===== src/logic/tic_cfg.svh =====
`ifndef TIC_CFG_SVH
`define TIC_CFG_SVH

// ****************************************
// register byte offsets
// ****************************************
`define TIC_OFS_CTRL0   8'h00
`define TIC_OFS_CTRL1   8'h04
`define TIC_OFS_MODE    8'h08
`define TIC_OFS_COUNT   8'h0c
`define TIC_OFS_GRC0    8'h10
`define TIC_OFS_GRB1    8'h14
`define TIC_OFS_STATUS  8'h18

// ****************************************
// field positions
// ****************************************
`define TIC_FIELD_W     4
`define TIC_CTRL_W      8
`define TIC_REGC_LSB    0
`define TIC_REGB_LSB    4
`define TIC_MODE_BUFA   0
`define TIC_MODE_RUN    1
`define TIC_MODE_CLR    2
`define TIC_MODE_W      2
`define TIC_ST_CAP0     0
`define TIC_ST_MAT0     1
`define TIC_ST_CAP1     2
`define TIC_ST_MAT1     3
`define TIC_ST_PIN0     4
`define TIC_ST_PIN1     5
`define TIC_FLAG_W      4

// ****************************************
// reset values
// ****************************************
`define TIC_CTRL_RST    8'h00
`define TIC_MODE_RST    2'h0

// ****************************************
// field code pieces
// ****************************************
`define TIC_BIT_CAPT    3
`define TIC_BIT_HIGH    2
`define TIC_BIT_BOTH    1
`define TIC_BIT_FALL    0
`define TIC_ACT_LOW     2'h1
`define TIC_ACT_HIGH    2'h2
`define TIC_ACT_TOGGLE  2'h3
`define TIC_ACT_NONE    2'h0

// ****************************************
// bus encodings
// ****************************************
`define TIC_ADDR_W      8
`define TIC_HTRANS_NSEQ 1

`endif


===== src/logic/tic_pkg.sv =====
package tic_pkg;

  // what a general register does for its field code
  typedef enum logic [1:0]
  {
    TIC_NONE = 2'b00,
    TIC_OCMP = 2'b01,
    TIC_ICAP = 2'b10
  } tic_func_t;

  // field code to register function, blocked by buffer use
  function automatic tic_func_t tic_decode(input logic [3:0] field, input logic inhibit);
    tic_func_t f;
    f = TIC_NONE;
    if (inhibit)
      f = TIC_NONE;
    else if (!field[3])
      f = (field[1:0] != 2'h0) ? TIC_OCMP : TIC_NONE;
    else if (!field[2])
      f = TIC_ICAP;
    else
      f = TIC_NONE;
    return f;
  endfunction

endpackage


===== src/logic/tic_chan_if.sv =====
`timescale 1ns/1ps
`default_nettype none

// ****************************************
// one channel's link between top and channel
// ****************************************
interface tic_chan_if #(parameter int CNT_W = 16);
  logic [3:0]       field;
  logic             inhibit;
  logic             pinIn;
  logic             countTick;
  logic [CNT_W-1:0] count;
  logic             grWrEn;
  logic [CNT_W-1:0] grWrData;
  logic [CNT_W-1:0] gr;
  logic             pinOut;
  logic             pinOe_b;
  logic             capEvent;
  logic             matchEvent;

  modport top (output field, inhibit, pinIn, countTick, count, grWrEn, grWrData,
               input gr, pinOut, pinOe_b, capEvent, matchEvent);
  modport chan (input field, inhibit, pinIn, countTick, count, grWrEn, grWrData,
                output gr, pinOut, pinOe_b, capEvent, matchEvent);
endinterface

`default_nettype wire


===== src/logic/tic_channel.sv =====
`timescale 1ns/1ps
`default_nettype none
`include "tic_cfg.svh"

// ****************************************
// one general register with its pin
// ****************************************
module tic_channel
(
  input  wire logic  clk,   // timer clock
  input  wire logic  rst_b, // synchronised reset, active low
  tic_chan_if.chan   ch     // field, counter, pin and bus side
);

  tic_pkg::tic_func_t func;
  logic [4:0]         prevCfg;
  logic               pinPrev;
  logic               cfgChange;
  logic               rise;
  logic               fall;
  logic               capHit;
  logic               matchHit;

  // decode of the current field
  always_comb
  begin
    func = tic_pkg::tic_decode(ch.field, ch.inhibit); // RL10 RL11
  end

  // edge and match detection
  always_comb
  begin
    cfgChange = ({ch.inhibit, ch.field} != prevCfg);
    rise      = ch.pinIn & ~pinPrev;
    fall      = ~ch.pinIn & pinPrev;
    capHit    = 1'b0;
    if (func == tic_pkg::TIC_ICAP)
    begin
      if (ch.field[`TIC_BIT_BOTH])
        capHit = rise | fall; // RL8
      else if (ch.field[`TIC_BIT_FALL])
        capHit = fall; // RL7
      else
        capHit = rise; // RL6
    end
    matchHit = (func == tic_pkg::TIC_OCMP) & ch.countTick & (ch.count == ch.gr);
  end

  // history of configuration and pin
  always_ff @(posedge clk or negedge rst_b)
  begin
    if (!rst_b)
    begin
      prevCfg <= 5'h00;
      pinPrev <= 1'b0;
    end
    else
    begin
      prevCfg <= {ch.inhibit, ch.field};
      pinPrev <= ch.pinIn;
    end
  end

  // general register: capture beats a bus write
  always_ff @(posedge clk or negedge rst_b)
  begin
    if (!rst_b)
      ch.gr <= '0;
    else if (capHit)
      ch.gr <= ch.count; // RL6 RL7 RL8
    else if (ch.grWrEn)
      ch.gr <= ch.grWrData;
  end

  // pin level: initial level on setup, action on match
  always_ff @(posedge clk or negedge rst_b)
  begin
    if (!rst_b)
      ch.pinOut <= 1'b0;
    else if (func == tic_pkg::TIC_OCMP && cfgChange)
      ch.pinOut <= ch.field[`TIC_BIT_HIGH]; // RL1 RL2
    else if (matchHit)
    begin
      case (ch.field[1:0])
        `TIC_ACT_LOW:    ch.pinOut <= 1'b0;        // RL3
        `TIC_ACT_HIGH:   ch.pinOut <= 1'b1;        // RL4
        `TIC_ACT_TOGGLE: ch.pinOut <= ~ch.pinOut;  // RL5
        default:         ch.pinOut <= ch.pinOut;
      endcase
    end
  end

  // drive enable and event pulses
  always_ff @(posedge clk or negedge rst_b)
  begin
    if (!rst_b)
    begin
      ch.pinOe_b    <= 1'b1;
      ch.capEvent   <= 1'b0;
      ch.matchEvent <= 1'b0;
    end
    else
    begin
      ch.pinOe_b    <= (func != tic_pkg::TIC_OCMP); // RL11
      ch.capEvent   <= capHit;
      ch.matchEvent <= matchHit;
    end
  end

endmodule

`default_nettype wire


===== src/logic/tic_io_decode.sv =====
// Our own choices: the AHB-Lite interface to the registers and the register addresses.
`timescale 1ns/1ps
`default_nettype none
`include "tic_cfg.svh"

// Functional notes
// RL1 - A top-clear, bit-2-clear nonzero code makes the register an output compare with pin starting at 0.
// RL2 - A top-clear, bit-2-set code with nonzero low bits starts the pin at 1 in output compare.
// RL3 - Low bits 01 drive the pin low on each compare match.
// RL4 - Low bits 10 drive the pin high on each compare match.
// RL5 - Low bits 11 invert the pin on each compare match.
// RL6 - Code 1000 captures the counter on a rising pin edge.
// RL7 - Code 1001 captures the counter on a falling pin edge.
// RL8 - Codes 101x capture the counter on both pin edges.
// RL9 - Channel 1 register B captures from its own B-side pin.
// RL10 - With buffer-A mode set, the channel 0 register C field is ignored entirely.
// RL11 - Codes 0000 and 0100 leave the pin undriven, and codes 11xx are prohibited and do nothing.
module tic_io_decode #(
  parameter int CNT_W = 16
)
(
  input  wire logic        mclk,        // 25 MHz timer clock
  input  wire logic        rst_b,       // asynchronous reset, active low
  input  wire logic        hsel,        // slave select
  input  wire logic [31:0] haddr,       // byte address
  input  wire logic [1:0]  htrans,      // transfer type
  input  wire logic        hwrite,      // write when high
  input  wire logic [2:0]  hsize,       // word only
  input  wire logic [31:0] hwdata,      // write data
  input  wire logic        hready,      // bus ready in
  output var  logic [31:0] hrdata,      // read data
  output var  logic        hreadyout,   // always ready
  output var  logic        hresp,       // always okay
  input  wire logic        ch0PinAIn,   // channel 0 pin A level
  output var  logic        ch0PinAOut,  // channel 0 pin A drive value
  output var  logic        ch0PinAOe_b, // low while driving pin A
  input  wire logic        ch1PinBIn,   // channel 1 pin B level
  output var  logic        ch1PinBOut,  // channel 1 pin B drive value
  output var  logic        ch1PinBOe_b  // low while driving pin B
);

  // ****************************************
  // declarations
  // ****************************************
  logic                   rstMeta_b;
  logic                   rstSync_b;
  logic [1:0]             pinMeta;
  logic [1:0]             pinSync;
  logic [`TIC_CTRL_W-1:0] ch0IoCtrlLow;
  logic [`TIC_CTRL_W-1:0] ch1IoCtrl;
  logic [`TIC_MODE_W-1:0] ch0ModeReg;
  logic [CNT_W-1:0]       count;
  logic [`TIC_FLAG_W-1:0] flags;
  logic [`TIC_FLAG_W-1:0] flagSet;
  logic                   dpWrite;
  logic [`TIC_ADDR_W-1:0] dpAddr;
  logic                   apValid;
  logic [`TIC_ADDR_W-1:0] apAddr;
  logic                   counterClear;
  logic [31:0]            next_hrdata;

  tic_chan_if #(.CNT_W(CNT_W)) chIf[2] ();

  // ****************************************
  // reset release
  // ****************************************

  // two-stage release of the reset
  always_ff @(posedge mclk or negedge rst_b)
  begin
    if (!rst_b)
    begin
      rstMeta_b <= 1'b0;
      rstSync_b <= 1'b0;
    end
    else
    begin
      rstMeta_b <= 1'b1;
      rstSync_b <= rstMeta_b;
    end
  end

  // ****************************************
  // pin input synchronisers
  // ****************************************

  // two flops per pin before any edge logic
  always_ff @(posedge mclk or negedge rstSync_b)
  begin
    if (!rstSync_b)
    begin
      pinMeta <= 2'h0;
      pinSync <= 2'h0;
    end
    else
    begin
      pinMeta <= {ch1PinBIn, ch0PinAIn}; // RL9
      pinSync <= pinMeta;
    end
  end

  // ****************************************
  // bus address phase
  // ****************************************

  // a transfer is taken when selected, nonsequential or sequential, and ready
  always_comb
  begin
    apValid = hsel & htrans[`TIC_HTRANS_NSEQ] & hready;
    apAddr  = haddr[`TIC_ADDR_W-1:0];
  end

  // remember a write for its data phase
  always_ff @(posedge mclk or negedge rstSync_b)
  begin
    if (!rstSync_b)
    begin
      dpWrite <= 1'b0;
      dpAddr  <= '0;
    end
    else
    begin
      dpWrite <= apValid & hwrite;
      dpAddr  <= apAddr;
    end
  end

  // zero wait states, always okay
  always_ff @(posedge mclk or negedge rstSync_b)
  begin
    if (!rstSync_b)
    begin
      hreadyout <= 1'b1;
      hresp     <= 1'b0;
    end
    else
    begin
      hreadyout <= 1'b1;
      hresp     <= 1'b0;
    end
  end

  // ****************************************
  // control registers
  // ****************************************

  // io control fields written in the data phase
  always_ff @(posedge mclk or negedge rstSync_b)
  begin
    if (!rstSync_b)
    begin
      ch0IoCtrlLow <= `TIC_CTRL_RST;
      ch1IoCtrl    <= `TIC_CTRL_RST;
    end
    else if (dpWrite)
    begin
      if (dpAddr == `TIC_OFS_CTRL0)
        ch0IoCtrlLow <= hwdata[`TIC_CTRL_W-1:0];
      if (dpAddr == `TIC_OFS_CTRL1)
        ch1IoCtrl <= hwdata[`TIC_CTRL_W-1:0];
    end
  end

  // mode register: buffer-A use and counter run
  always_ff @(posedge mclk or negedge rstSync_b)
  begin
    if (!rstSync_b)
      ch0ModeReg <= `TIC_MODE_RST;
    else if (dpWrite && dpAddr == `TIC_OFS_MODE)
      ch0ModeReg <= hwdata[`TIC_MODE_W-1:0];
  end

  // one-shot counter clear on a mode write with the clear bit set
  always_comb
  begin
    counterClear = dpWrite & (dpAddr == `TIC_OFS_MODE) & hwdata[`TIC_MODE_CLR];
  end

  // ****************************************
  // timer counter
  // ****************************************

  // free count while running, clear on request
  always_ff @(posedge mclk or negedge rstSync_b)
  begin
    if (!rstSync_b)
      count <= '0;
    else if (counterClear)
      count <= '0;
    else if (ch0ModeReg[`TIC_MODE_RUN])
      count <= count + 1'b1;
  end

  // ****************************************
  // channels
  // ****************************************

  // channel 0 register C on pin A, channel 1 register B on pin B
  always_comb
  begin
    chIf[0].field    = ch0IoCtrlLow[`TIC_REGC_LSB +: `TIC_FIELD_W];
    chIf[0].inhibit  = ch0ModeReg[`TIC_MODE_BUFA]; // RL10
    chIf[0].grWrEn   = dpWrite & (dpAddr == `TIC_OFS_GRC0);
    chIf[1].field    = ch1IoCtrl[`TIC_REGB_LSB +: `TIC_FIELD_W];
    chIf[1].inhibit  = 1'b0;
    chIf[1].grWrEn   = dpWrite & (dpAddr == `TIC_OFS_GRB1);
  end

  // shared wiring and instances
  generate
    for (genvar i = 0; i < 2; i++)
    begin : gChan
      assign chIf[i].pinIn     = pinSync[i]; // RL9
      assign chIf[i].countTick = ch0ModeReg[`TIC_MODE_RUN];
      assign chIf[i].count     = count;
      assign chIf[i].grWrData  = hwdata[CNT_W-1:0];
      tic_channel uChan
      (
        .clk   (mclk),
        .rst_b (rstSync_b),
        .ch    (chIf[i])
      );
    end
  endgenerate

  // ****************************************
  // pin outputs
  // ****************************************

  // channel flops drive the pins directly
  always_comb
  begin
    ch0PinAOut  = chIf[0].pinOut;
    ch0PinAOe_b = chIf[0].pinOe_b;
    ch1PinBOut  = chIf[1].pinOut;
    ch1PinBOe_b = chIf[1].pinOe_b;
  end

  // ****************************************
  // status flags
  // ****************************************

  // capture and match events
  always_comb
  begin
    flagSet                = '0;
    flagSet[`TIC_ST_CAP0]  = chIf[0].capEvent;
    flagSet[`TIC_ST_MAT0]  = chIf[0].matchEvent;
    flagSet[`TIC_ST_CAP1]  = chIf[1].capEvent;
    flagSet[`TIC_ST_MAT1]  = chIf[1].matchEvent;
  end

  // sticky flags, write one to clear, set wins
  always_ff @(posedge mclk or negedge rstSync_b)
  begin
    if (!rstSync_b)
      flags <= '0;
    else if (dpWrite && dpAddr == `TIC_OFS_STATUS)
      flags <= (flags & ~hwdata[`TIC_FLAG_W-1:0]) | flagSet;
    else
      flags <= flags | flagSet;
  end

  // ****************************************
  // read data
  // ****************************************

  // read mux in the address phase
  always_comb
  begin
    next_hrdata = 32'h0000_0000;
    if (apValid && !hwrite)
    begin
      case (apAddr)
        `TIC_OFS_CTRL0:  next_hrdata[`TIC_CTRL_W-1:0] = ch0IoCtrlLow;
        `TIC_OFS_CTRL1:  next_hrdata[`TIC_CTRL_W-1:0] = ch1IoCtrl;
        `TIC_OFS_MODE:   next_hrdata[`TIC_MODE_W-1:0] = ch0ModeReg;
        `TIC_OFS_COUNT:  next_hrdata[CNT_W-1:0]       = count;
        `TIC_OFS_GRC0:   next_hrdata[CNT_W-1:0]       = chIf[0].gr;
        `TIC_OFS_GRB1:   next_hrdata[CNT_W-1:0]       = chIf[1].gr;
        `TIC_OFS_STATUS:
        begin
          next_hrdata[`TIC_FLAG_W-1:0] = flags;
          next_hrdata[`TIC_ST_PIN0]    = pinSync[0];
          next_hrdata[`TIC_ST_PIN1]    = pinSync[1];
        end
        default:         next_hrdata = 32'h0000_0000;
      endcase
    end
  end

  // read data held for the data phase
  always_ff @(posedge mclk or negedge rstSync_b)
  begin
    if (!rstSync_b)
      hrdata <= 32'h0000_0000;
    else
      hrdata <= next_hrdata;
  end

endmodule

`default_nettype wire


===== config.mk =====
export PLATFORM = sky130hd
export DESIGN_NAME = tic_io_decode
export DESIGN_NICKNAME = d
export VERILOG_FILES = /design/src/logic/tic_pkg.sv /design/src/logic/tic_chan_if.sv /design/src/logic/tic_channel.sv /design/src/logic/tic_io_decode.sv
export VERILOG_INCLUDE_DIRS = /design/src /design/src/logic
export SDC_FILE = /design/constraint.sdc
export NUM_CORES = 1
export LEC_CHECK = 0
export BUFFER_PORTS_ARGS = -buffer_cell sky130_fd_sc_hd__buf_2
export CORE_UTILIZATION = 30
export CTS_CLUSTER_DIAMETER = 200
export CTS_CLUSTER_SIZE = 16
export DETAILED_ROUTE_END_ITERATION = 8
export GPL_TIMING_DRIVEN = 0
export PLACE_DENSITY_LB_ADDON = 0.12
export SLEW_MARGIN = 20
export SYNTH_ARGS = -nofsm -noshare
export SYNTH_HDL_FRONTEND = slang
export SYNTH_SLANG_ARGS = --single-unit

===== constraint.sdc =====
create_clock -name mclk -period 3.6 [get_ports mclk]
set_input_delay 0.36 -clock mclk [delete_from_list [all_inputs] [get_ports mclk]]
set_output_delay 0.36 -clock mclk [all_outputs]
set_load 0.05 [all_outputs]

Word level (Yosys, flattened, before mapping) --
Index checks and enable logic that the tools add are counted.
Word-level totals: register bits after elaboration 136, input bits 76, output and inout port bits 38, logic and storage cells 133
Operators by class: add/subtract/negate cells 1, eq/ne operators 27, multiplexer cells 31, bitwise operators 27, reductions and logical operators 21
Operators with widths (count):
- 16-bit 2-to-1 mux | 7
- 8-bit by 5-bit equality test with 1-bit output (second input constant) | 6
- 16-bit equality test | 2
- 8-bit by 4-bit equality test with 1-bit output (second input constant) | 3
- 4-bit case mux with 6 select lines | 1
- 8-bit case mux with 3 select lines | 1
- 16-bit by 1-bit adder with 16-bit output (second input constant) | 1
- 8-bit by 3-bit equality test with 1-bit output (second input constant) | 2
- 8-bit zero test | 2
- 1-bit AND | 15
- 2-bit case mux with 7 select lines | 1
- 2-bit nonzero test | 7
- 2-bit equality test (second input constant) | 6
- 1-bit 2-to-1 mux | 12
- 2-bit 2-to-1 mux | 5
- 2-bit case mux with 5 select lines | 1
- 2-bit by 1-bit equality test with 1-bit output (second input constant) | 4
- 4-bit bitwise OR | 2
- 2-bit AND reduction | 4
- 4-bit nonzero test | 2
- 1-bit inverter | 6
- 1-bit case mux with 3 select lines | 2
- 1-bit logical AND | 5
- 5-bit inequality test | 1
- 7 further kinds | 9

Depth between registers and ports, before layout --
Gate-level depths: netlist of the first run.
depth in word-level cells 9, gate-level depth with buffers 9, gate-level depth less buffers 8

By module --
Synthesis of the first run repeated with hierarchy kept, for this count alone.
Unflattened totals: cell total of the unflattened synthesis 569, area, all modules 6140.9 µm²
By module, submodules not included:
- tic_io_decode | times used 1, cells an instance 304, area an instance 3353.2 µm²
- tic_channel (gChan[0].uChan) | times used 1, cells an instance 133, area an instance 1426.4 µm²
- tic_channel (gChan[1].uChan) | times used 1, cells an instance 132, area an instance 1361.3 µm²

Worst setup path after synthesis of the first run --
OpenSTA, ideal clock, no wires.
path type register to register, start reg pinSync[0], end reg gChan[0].uChan.ch.gr[3], setup time 0.122 ns, arrival 1.628 ns, slack 1.850 ns, stages on the path, launching flop included 9, buffers on the path 2, period minus slack after synthesis 1.750 ns, cells stage by stage dfrtp_1 > ha_1 > nand2_1 > o21ai_1 > or4b_1 > buf_6 > buf_12 > nor2_2 > a21oi_2
Between the ends: longest elaborated chain between the ends 6
Ends and longest elaborated chain:
- from (decl) | line tic_io_decode.sv:48 | logic [1:0] pinSync;
- from (signal assigned) | line tic_io_decode.sv:98 | pinSync <= pinMeta;
- 1-bit inverter | line tic_channel.sv:35 | fall = ~ch.pinIn & pinPrev;
- 1-bit AND | line tic_channel.sv:35
- 1-bit 2-to-1 mux or 1-bit bitwise OR (tied branches) | line tic_channel.sv:41, tic_channel.sv:40
- 1-bit 2-to-1 mux * | line tic_channel.sv:39 | if (ch.field[`TIC_BIT_BOTH])
- 1-bit 2-to-1 mux * | line tic_channel.sv:37 | if (func == tic_pkg::TIC_ICAP)
- 16-bit 2-to-1 mux or 2-bit nonzero test (tied branches)
- to (signal assigned) | line tic_channel.sv:70 | ch.gr <= ch.count;
- to (signal assigned) | line tic_channel.sv:72 | ch.gr <= ch.grWrData;
- to (decl) | line tic_chan_if.sv:24 | output gr, pinOut, pinOe_b, capEvent, matchEvent);
Mark *: on every way between the ends. The rest lies on a longest branch, timed or not. A chain may end at the register's enable or synchronous reset.

Final worst setup path of the first run --
start reg ch0IoCtrlLow[0], end reg gChan[0].uChan.ch.pinOut
Between the ends: longest elaborated chain between the ends 9
Ends and longest elaborated chain:
- from (decl) | line tic_io_decode.sv:49 | logic [`TIC_CTRL_W-1:0] ch0IoCtrlLow;
- from (signal assigned) | line tic_io_decode.sv:152 | ch0IoCtrlLow <= `TIC_CTRL_RST;
- from (signal assigned) | line tic_io_decode.sv:158 | ch0IoCtrlLow <= hwdata[`TIC_CTRL_W-1:0];
- 2-bit nonzero test | line tic_pkg.sv:18 | f = (field[1:0] != 2'h0) ? TIC_OCMP : TIC_NONE;
- 1-bit 2-to-1 mux | line tic_pkg.sv:18
- 2-bit 2-to-1 mux | line tic_pkg.sv:17 | else if (!field[3])
- 2-bit 2-to-1 mux | line tic_pkg.sv:15 | if (inhibit)
- 2-bit by 1-bit equality test with 1-bit output | line tic_channel.sv:46, tic_channel.sv:80
- 1-bit AND (2 in a row) | line tic_channel.sv:46 | matchHit = (func == tic_pkg::TIC_OCMP) & ch.countTick & (ch.count == ch.gr);
- 2-bit nonzero test (no line)
- 2-bit AND reduction (no line)
- to (signal assigned) | line tic_channel.sv:81 | ch.pinOut <= ch.field[`TIC_BIT_HIGH];
- to (signal assigned) | line tic_channel.sv:87 | `TIC_ACT_TOGGLE: ch.pinOut <= ~ch.pinOut;
- to (signal assigned) | line tic_channel.sv:88 | default: ch.pinOut <= ch.pinOut;
- to (decl) | line tic_chan_if.sv:24
Parallel ways exist; a longest one is shown, timed or not. The select of a mux whose other input is x is not followed.

==> results of run 1 <==
==> synthesized netlist by cell type, types with 6 or more instances <==
master    number
nor2_1        65
and3_1         6
nor3_1         8
a21oi_2       16
buf_2         12
a22oi_1       26
clkbuf_1       8
and2_1         7
a31oi_1       17
nand3_1        6
nand4_1       14
o21ai_0        9
inv_1         15
xor2_1        17
mux2i_1       21
nor2_2        12
buf_4         26
mux2_2        27
xnor2_1       35
nand2_1       55
dfrtp_1      118
ha_1           8
==> flip-flops by register name, summed over array words and instances, names as in the netlist, 4 cells and up <==
| signal | flops |
|---|---|
| ch1IoCtrl | 8 |
| chIf.count | 16 |
| flags | 4 |
| hrdata | 16 |
| gChan.uChan.prevCfg | 9 |
| dpAddr | 8 |
| ch0IoCtrlLow | 8 |
| gChan.uChan.ch.gr | 32 |
==> repair_timing <==
action                    4_1_cts  5_1_grt
hold buffers                    1        0
hold endpoints to repair        2        0
setup buffers                   0        0
gates resized for setup         0        0
==> critical path, cell delays in order, from the launching register on <==
cell	delay, ns
dfrtp_1	0.50
inv_1	0.14
ha_1	0.22
nor3_1	0.59
nand4_1	0.21
nor3_1	0.46
and2_1	0.20
o21ai_1	0.07
==> cells by family after synthesis <==
logic type      Yosys count  synth area share [%]
compound gates           98                  11.3
xor+xnor                 52                  7.25
fa+ha+maj                 8                  1.59
buf+inv                  73                  7.75
flops                   120                  47.9
mux                      50                  8.79
other cells               2                 0.120
simple gates            193                  15.3
==> worst max-delay path by stage <==
stage	startpoint	end
detailed placement	ch0IoCtrlLow[1]	gChan[0].uChan.ch.pinOut
global placement	rstSync_b	gChan[0].uChan.ch.pinOut
finish	ch0IoCtrlLow[0]	gChan[0].uChan.ch.pinOut
CTS	ch0IoCtrlLow[1]	gChan[0].uChan.ch.pinOut
floorplan	rstSync_b	ch0IoCtrlLow[0]
global route	ch0IoCtrlLow[1]	gChan[0].uChan.ch.pinOut
==> layout make-up <==
type / instances / area, um^2
well taps: 270 / 338
repair buffers: 54 / 313
flip-flops and latches: 120 / 3010
clock inverters: 7 / 138
plain buffers: 58 / 430
clock buffers: 25 / 515
inverters: 15 / 56.3
fillers: 2057 / 12700
multi-input cells: 420 / 2850
==> metal layers <==
layer | GRT usage (%) | share of wire, % | wire (um)
met3 | 3.38 | 4.5 | 789
met4 | 7.34 | 2.3 | 400
met5 | 0 | 0 | 0
met1 | 22.3 | 44 | 7720
met2 | 27.9 | 49 | 8550
==> power by group <==
part	switching, W	internal (W)
clock	0.000605	0.00127
sequential	0.0000770	0.00145
combinational	0.000430	0.000279
==> through the flow <==
stage / total power [W] / utilization (%) / hold slack, ns / instance area [um^2]
4_1_cts: 0.00415 / 37.6 / 0.0298 / 7650
6_report: 0.00411 / 37.6 / 0.0445 / 7650
3_3_place_gp: 0.00224 / 34.1 / 0.145 / 6940
2_1_floorplan: 0.00207 / - / 0.0644 / 6340
5_1_grt: 0.00429 / 37.6 / 0.0327 / 7650
3_5_place_dp: 0.00226 / 34.3 / 0.147 / 6990
==> flow_summary.json, run 1 <==
{
  "status": "finished clean",
  "cts_max_level": 4,
  "cts-root-buf": "clkbuf_16",
  "dieWidth_um": 147,
  "num_antenna_cells": 0,
  "worstSetupPathType": "reg -> reg",
  "layout_setup_ws_ns": 1.09,
  "routabilityCongestion": 0.798,
  "synthCells": 596,
  "grt_util_all_layers_pct": 17.2,
  "rsz0062_at_grt": "false",
  "max_slew.worst_pin.slew_ns": 0.839,
  "portBuffers": 51,
  "ant_nets": 0,
  "reg2regPathDepth": 7,
  "min_to": "pinMeta[1]",
  "hp-start": "ch1PinBIn",
  "cts_tree": "done",
  "insertion_delay_ns": 0.42,
  "dominantRegCellSynth": "dfrtp_1",
  "dp_cells": 936,
  "async_reset_ff_share_pct": 100,
  "antenna_found_initial": 0,
  "final_common_cell": "dfrtp_1",
  "place_ws_ns": 1.09,
  "hold_viol": 0,
  "reg2reg_to": "gChan[0].uChan.ch.pinOut",
  "required_ns": 3.90,
  "setup_viol": 0,
  "synth-edff-count": 0,
  "vias_per_cell": 4.85,
  "finClkSkew_ns": 0.00588,
  "routed_wl_um": 17500,
  "synth_top_area_share_pct": 47.0,
  "crit_path_end_kind": "flip-flop",
  "syn_area_um2": 6280,
  "whs_path_depth": 1,
  "arrival_ns": 2.81,
  "startpoint_type": "flip-flop",
  "p_per_area_nw_per_um2": 537,
  "clock-sinks": 120,
  "gr-total-overflow": 0,
  "cts_made_buffers": 17,
  "crit_fanout": 6,
  "max-vdd-ir-drop_v": 0.000224,
  "grt_pass1_wl_um": 27800,
  "synth.area.top_cells": "dfrtp_1 (47%), xnor2_1 (4.9%), mux2_2 (4.8%), nor2_1 (3.9%), mux2i_1 (3.3%)",
  "fin_nets": 770,
  "synth-seq-cells": 120,
  "max_freq_mhz": 398,
  "area_delta_synth_final_pct": 21.8,
  "synth_warnings": 0,
  "rr_startpoint": "ch0IoCtrlLow[0]",
  "drc_errors": 0,
  "drive_above_1_share_pct": 28.2,
  "avgRoutedWirePerCell_um": 18.0,
  "leakagePower_nw": 3.40,
  "layoutNonFillerInstCount": 969,
  "grt_max_degree": 43,
  "grt_pass1_vias": 4854,
  "worst_slew_margin_rel_pct": 43.9,
  "ff2ff_setup_slack_ns": 1.09,
  "setup_tns_ns": 0,
  "fin_crit_ns": 2.51,
  "die-area_um2": 21500,
  "final_cell_mix": "dfrtp_1 (117), nor2_1 (65), buf_2 (63)",
  "die_y_um": 147,
  "core_um2": 20400,
  "drtIter0Drc": 329,
  "hpwl_um": 12800,
  "ys_seq_area_share_pct": 47.9,
  "hold_class": "in -> reg",
  "ioPinCount": 114,
  "path_clk_slew_ns": 0.05,
  "synth.avg_cell_area_um2": 10.5,
  "period_share_pct": 69.7,
  "cts_buffer_depth": 2,
  "start_util_pct": 30.8,
  "maxCapViolations": 0,
  "num_rows": 52,
  "dr_total_vias": 4699,
  "slew_violations": 0,
  "post-synth-top-area-cell": "dfrtp_1",
  "synth_cell_types": 59,
  "detail_route.first_pass.iterations": 5
}
No activity file was read; power rests on OpenSTA's default activity.
==> run 2, diff against run 1 <==
- clock period: 3.6 -> 2.5 ns (I/O delays scaled with it)
==> run 2 against run 1 <==
Against the previous run: setup slack got worse by 0.87 ns; register-to-register slack lost 0.87 ns; via count fell by 0.49%; non-clock buffer count increased by 8; fmax up 10%; clock skew is 0.010 ns higher; utilization up 0.22 points; final area increased by 0.59%; sequential power increased by 44%; routed wire length shrank 0.66%; global-route usage fell by 0.077 points; final cell count rose by 0.83%; critical path type unchanged; critical endpoint unchanged; highest routed layer is now met5.
==> flow_summary.json, run 2 (same netlist as run 1, synthesis figures left out) <==
{
  "status": "finished clean",
  "portBuffers": 51,
  "path_clk_slew_ns": 0.05,
  "clock-sinks": 120,
  "startpoint_type": "flip-flop",
  "antenna_found_initial": 1,
  "cts_max_level": 4,
  "ioPinCount": 114,
  "ant_nets": 0,
  "max-vdd-ir-drop_v": 0.000404,
  "avgRoutedWirePerCell_um": 17.8,
  "setup_tns_ns": 0,
  "grt_max_degree": 43,
  "cts_buffer_depth": 2,
  "p_comb_share_pct": 17.6,
  "die-area_um2": 21500,
  "routed_wl_um": 17300,
  "gr-total-overflow": 0,
  "slew_violations": 0,
  "final_cell_mix": "dfrtp_1 (117), nor2_1 (64), buf_2 (63)",
  "intPower_w": 0.00421,
  "drtIter0Drc": 343,
  "largest_reg_flops": 32,
  "num_antenna_cells": 0,
  "swShare_pct": 27.6,
  "drc_errors": 0,
  "power.share.clock_pct": 44.6,
  "dieWidth_um": 147,
  "required_ns": 2.80,
  "period_share_pct": 91.0,
  "vias_per_cell": 4.79,
  "routabilityCongestion": 0.800,
  "grt_pass1_wl_um": 27600,
  "leakagePower_nw": 3.41,
  "fin_crit_ns": 2.28,
  "area_delta_synth_final_pct": 22.6,
  "setup_viol": 0,
  "die_y_um": 147,
  "arrival_ns": 2.58,
  "cts_made_buffers": 17,
  "crit_path_end_kind": "flip-flop",
  "crit_fanout": 6,
  "insertion_delay_ns": 0.42,
  "drive_above_1_share_pct": 27.7,
  "cts_tree": "done",
  "hold_viol": 0,
  "seq_power_share_pct": 37.8,
  "final_common_cell": "dfrtp_1",
  "detail_route.first_pass.iterations": 5,
  "hpwl_um": 12600,
  "grt_pass1_vias": 4814,
  "finClkSkew_ns": 0.0161,
  "rsz0062_at_grt": "false",
  "power.net_switching_w": 0.00160,
  "p_per_area_nw_per_um2": 756,
  "max_slew.worst_pin.slew_ns": 0.712,
  "reg_top3": "gChan.uChan.ch.gr (32), chIf.count (16), hrdata (16)",
  "worstSetupPathType": "reg -> reg",
  "fin_nets": 778,
  "worst_slew_margin_rel_pct": 52.6,
  "timing.hold.ws_ns": 0.0291,
  "dr_total_vias": 4676,
  "core_um2": 20400,
  "regMostFlops": "gChan.uChan.ch.gr",
  "max_freq_mhz": 440,
  "num_rows": 52,
  "start_util_pct": 30.8,
  "postCtsSetupRepairBufs": 0,
  "hold_class": "in -> reg",
  "grt_util_all_layers_pct": 17.1,
  "maxCapViolations": 0,
  "cts-root-buf": "clkbuf_16"
}
-- run 2: changes by cell type in the layout (fill, tap and decap cells not counted) --
| cell | delta |
|---|---|
| dlygate4sd3_1 | +8 |
| clkbuf_8 | -4 |
| clkbuf_1 | +3 |
| buf_12 | +1 |
| buf_16 | -1 |
| clkinv_4 | +1 |
| nor2_1 | -1 |
| nor2_2 | +1 |
| nor3_1 | -1 |
| nor3_2 | +1 |
-- run 2: metrics by stage --
stage	power (W)	util, %	area [um^2]	worst slack (ns)	instances
after global placement	0.00322	34.1	6940	-0.370	934
after global routing	0.00607	37.8	7700	0.0500	977
after CTS	0.00587	37.8	7690	0.0648	977
after detailed placement	0.00324	34.3	6980	-0.0132	936
after floorplan	0.00298	-	6340	0.499	613
final	0.00581	37.8	7700	0.225	977
-- run 2: final timing paths --
path	startpoint	to	slack (ns)	depth (start not counted)
hold / removal	haddr[2]	dpAddr[2]	0.03	1
hold reg to reg	rstSync_b	gChan[1].uChan.prevCfg[3]	0.31	0
max in group asynchronous	rstSync_b	gChan[0].uChan.ch.pinOe_b	1.22	2
setup / recovery	ch0IoCtrlLow[0]	gChan[0].uChan.ch.pinOut	0.22	7
setup reg to reg	ch0IoCtrlLow[0]	gChan[0].uChan.ch.pinOut	0.22	7
min in group asynchronous	rst_b	rstSync_b	0.14	2
-- run 2: layer usage --
metal	wire (um)	global-route usage, %
met5	13	0
met4	308	6.30
met3	652	3.59
met2	8500	28.5
met1	7870	21.8
-- run 2: worst max-delay path: stages (launching register included) --
cell and delay, ns:
dfrtp_1 0.50, inv_1 0.12, ha_1 0.22, nor3_2 0.39, nand4_1 0.19, nor3_1 0.45
and2_1 0.21, o21ai_1 0.07
-- run 2: cell type report --
class,count,area [um^2]
fillers,2034,12700
flip-flops and latches,120,3010
multi-input cells,420,2860
clock buffers,24,472
plain buffers,58,430
repair buffers,62,385
well taps,270,338
clock inverters,8,146
inverters,15,56.3
-- run 2: timing repair --
| action | 4_1_cts | 5_1_grt |
|---|---|---|
| hold buffers | 9 | 0 |
| endpoints found under the hold margin | 10 | 0 |
| resized for setup | 1 | 1 |
| setup endpoints to repair | 1 | 3 |
-- run 2: power by group through the flow --
| stage | Combinational (W) | Sequential (W) | Clock [W] |
|---|---|---|---|
| after CTS | 0.00103 | 0.00220 | 0.00264 |
| after floorplan | 0.000731 | 0.00225 | 0 |
| after global routing | 0.00112 | 0.00222 | 0.00273 |
| after global placement | 0.000973 | 0.00225 | 0 |
| after detailed placement | 0.00101 | 0.00223 | 0 |
| final | 0.00103 | 0.00220 | 0.00259 |
==> run 3, diff against run 2 <==
- CORE_UTILIZATION: 30 -> 50
==> run 3 against run 2 <==
Against the previous run: global-route usage grew 9.3 points; critical path depth did not move; final cell count is 11% lower; clock power fell by 13%; power is 5.8% lower; clock-buffer cell count is 4 higher.
==> flow_summary.json, run 3 (same netlist as run 1, synthesis figures left out) <==
{
  "dp_cells": 834,
  "place_ws_ns": 0.201,
  "fin_crit_ns": 2.28,
  "power.net_switching_w": 0.00154,
  "insertion_delay_ns": 0.42,
  "cts_max_level": 4,
  "dieWidth_um": 114,
  "vias_per_cell": 5.45,
  "gr-total-overflow": 0,
  "area_delta_synth_final_pct": 19.6,
  "cts-root-buf": "clkbuf_16",
  "grt_max_degree": 46,
  "dr_total_vias": 4760,
  "ff2ff_setup_slack_ns": 0.36,
  "hold_class": "in -> reg",
  "fin_nets": 779,
  "rsz0062_at_grt": "false",
  "cp_slowest_cell": "nor2_1",
  "ioPinCount": 114,
  "worst_slew_margin_rel_pct": 52.3,
  "crit_fanout": 8,
  "intPower_w": 0.00393,
  "p_per_area_nw_per_um2": 729,
  "drtIter0Drc": 396,
  "core_um2": 12100,
  "arrival_ns": 2.61,
  "crit_family": "simple AND/OR/NAND/NOR gates",
  "routed_wl_um": 15900,
  "start_util_pct": 51.8,
  "regMostFlops": "gChan.uChan.ch.gr",
  "grt_util_all_layers_pct": 26.4,
  "reg_top3": "gChan.uChan.ch.gr (32), chIf.count (16), hrdata (16)",
  "startpoint_type": "input pin",
  "swShare_pct": 28.2,
  "final_cell_mix": "dfrtp_1 (117), nor2_1 (65), buf_2 (63)",
  "seq_power_share_pct": 40.1,
  "grt_pass1_wl_um": 25400,
  "die_y_um": 114,
  "ant_nets": 0,
  "clock-sinks": 120,
  "path_clk_slew_ns": 0.05,
  "num_antenna_cells": 0,
  "cts_made_buffers": 17,
  "setup_viol": 0,
  "max_freq_mhz": 439,
  "power.share.clock_pct": 41.3,
  "detail_route.first_pass.iterations": 5,
  "postCtsSetupRepairBufs": 0,
  "finClkSkew_ns": 0.00573,
  "p_comb_share_pct": 18.6,
  "routabilityCongestion": 0.862,
  "max-vdd-ir-drop_v": 0.000685,
  "avgRoutedWirePerCell_um": 18.2,
  "layout_setup_ws_ns": 0.225,
  "maxCapViolations": 0,
  "drive_above_1_share_pct": 27.5,
  "layoutNonFillerInstCount": 874,
  "crit_path_end_kind": "flip-flop",
  "drc_errors": 0,
  "cts_buffer_depth": 2,
  "grt_pass1_vias": 4864,
  "period_share_pct": 91.0,
  "slew_violations": 0,
  "crit_chain": "dlygate4sd3_1, buf_2, nor3_2, nand2_1, nor2_1, a22oi_1, nor2_1",
  "required_ns": 2.83,
  "largest_reg_flops": 32,
  "hpwl_um": 11400,
  "num_rows": 40,
  "final_common_cell": "dfrtp_1",
  "portBuffers": 51,
  "cts_tree": "done",
  "hold_viol": 0,
  "timing.hold.ws_ns": 0.0390,
  "worstSetupPathType": "in -> reg",
  "antenna_found_initial": 0,
  "max_slew.worst_pin.slew_ns": 0.713,
  "dpl_cell_area_um2": 6860,
  "critical-path-top-cell-by-count": "nor2_1",
  "cp_slowest_stage_delay_ns": 0.62,
  "status": "finished clean",
  "critical_path_buf_inv_count": 2,
  "leakagePower_nw": 3.39,
  "die-area_um2": 13000,
  "final_area_um2": 7510
}
==> run 3: power by group through the flow <==
stage	logic [W]	registers [W]	clock network [W]
floorplan	0.000731	0.00225	0
global placement	0.000944	0.00225	0
detailed placement	0.00100	0.00223	0
CTS	0.00102	0.00220	0.00228
global route	0.00111	0.00221	0.00238
finish	0.00102	0.00220	0.00226
==> run 3: worst paths after layout <==
kind | from | to | depth (start not counted)
max | haddr[5] | hrdata[8] | 7
min | haddr[4] | dpAddr[4] | 1
max reg2reg | ch0IoCtrlLow[0] | gChan[0].uChan.ch.pinOut | 7
min reg2reg | rstSync_b | gChan[1].uChan.ch.pinOut | 0
max in group asynchronous | rstSync_b | gChan[0].uChan.ch.pinOe_b | 1
min in group asynchronous | rst_b | rstSync_b | 2
==> run 3: layout make-up <==
class / count / area, um^2
Buffer: 58 / 430
Clock buffer: 28 / 537
Clock inverter: 2 / 10.0
Fill cell: 1046 / 4600
Inverter: 15 / 56.3
Multi-Input combinational cell: 420 / 2860
Sequential cell: 120 / 3010
Tap cell: 168 / 210
Timing Repair Buffer: 63 / 403
==> run 3: what timing repair did <==
| action | CTS | global route |
|---|---|---|
| endpoints found under the setup margin | 0 | 1 |
| hold buffers | 10 | 0 |
| endpoints found under the hold margin | 11 | 0 |
| gates resized for setup | 0 | 1 |
==> run 3: per-layer routing <==
| layer | part of all wire [%] | vias to the layer above | GRT usage (%) |
|---|---|---|---|
| li1 | - | 2214 | - |
| met1 | 43 | 2370 | 33.5 |
| met2 | 50 | 153 | 44.4 |
| met3 | 5.7 | 23 | 6.41 |
| met4 | 1.6 | 0 | 8.57 |
| met5 | 0 | - | 0 |
==> run 3: stage by stage <==
step                utilization (%)  total power [W]  setup TNS (ns)
CTS                            62.0          0.00549               0
global route                   62.0          0.00571               0
finish                         62.0          0.00548               0
floorplan                         -          0.00298               0
global placement               56.2          0.00319          -22.85
detailed placement             56.6          0.00323               0
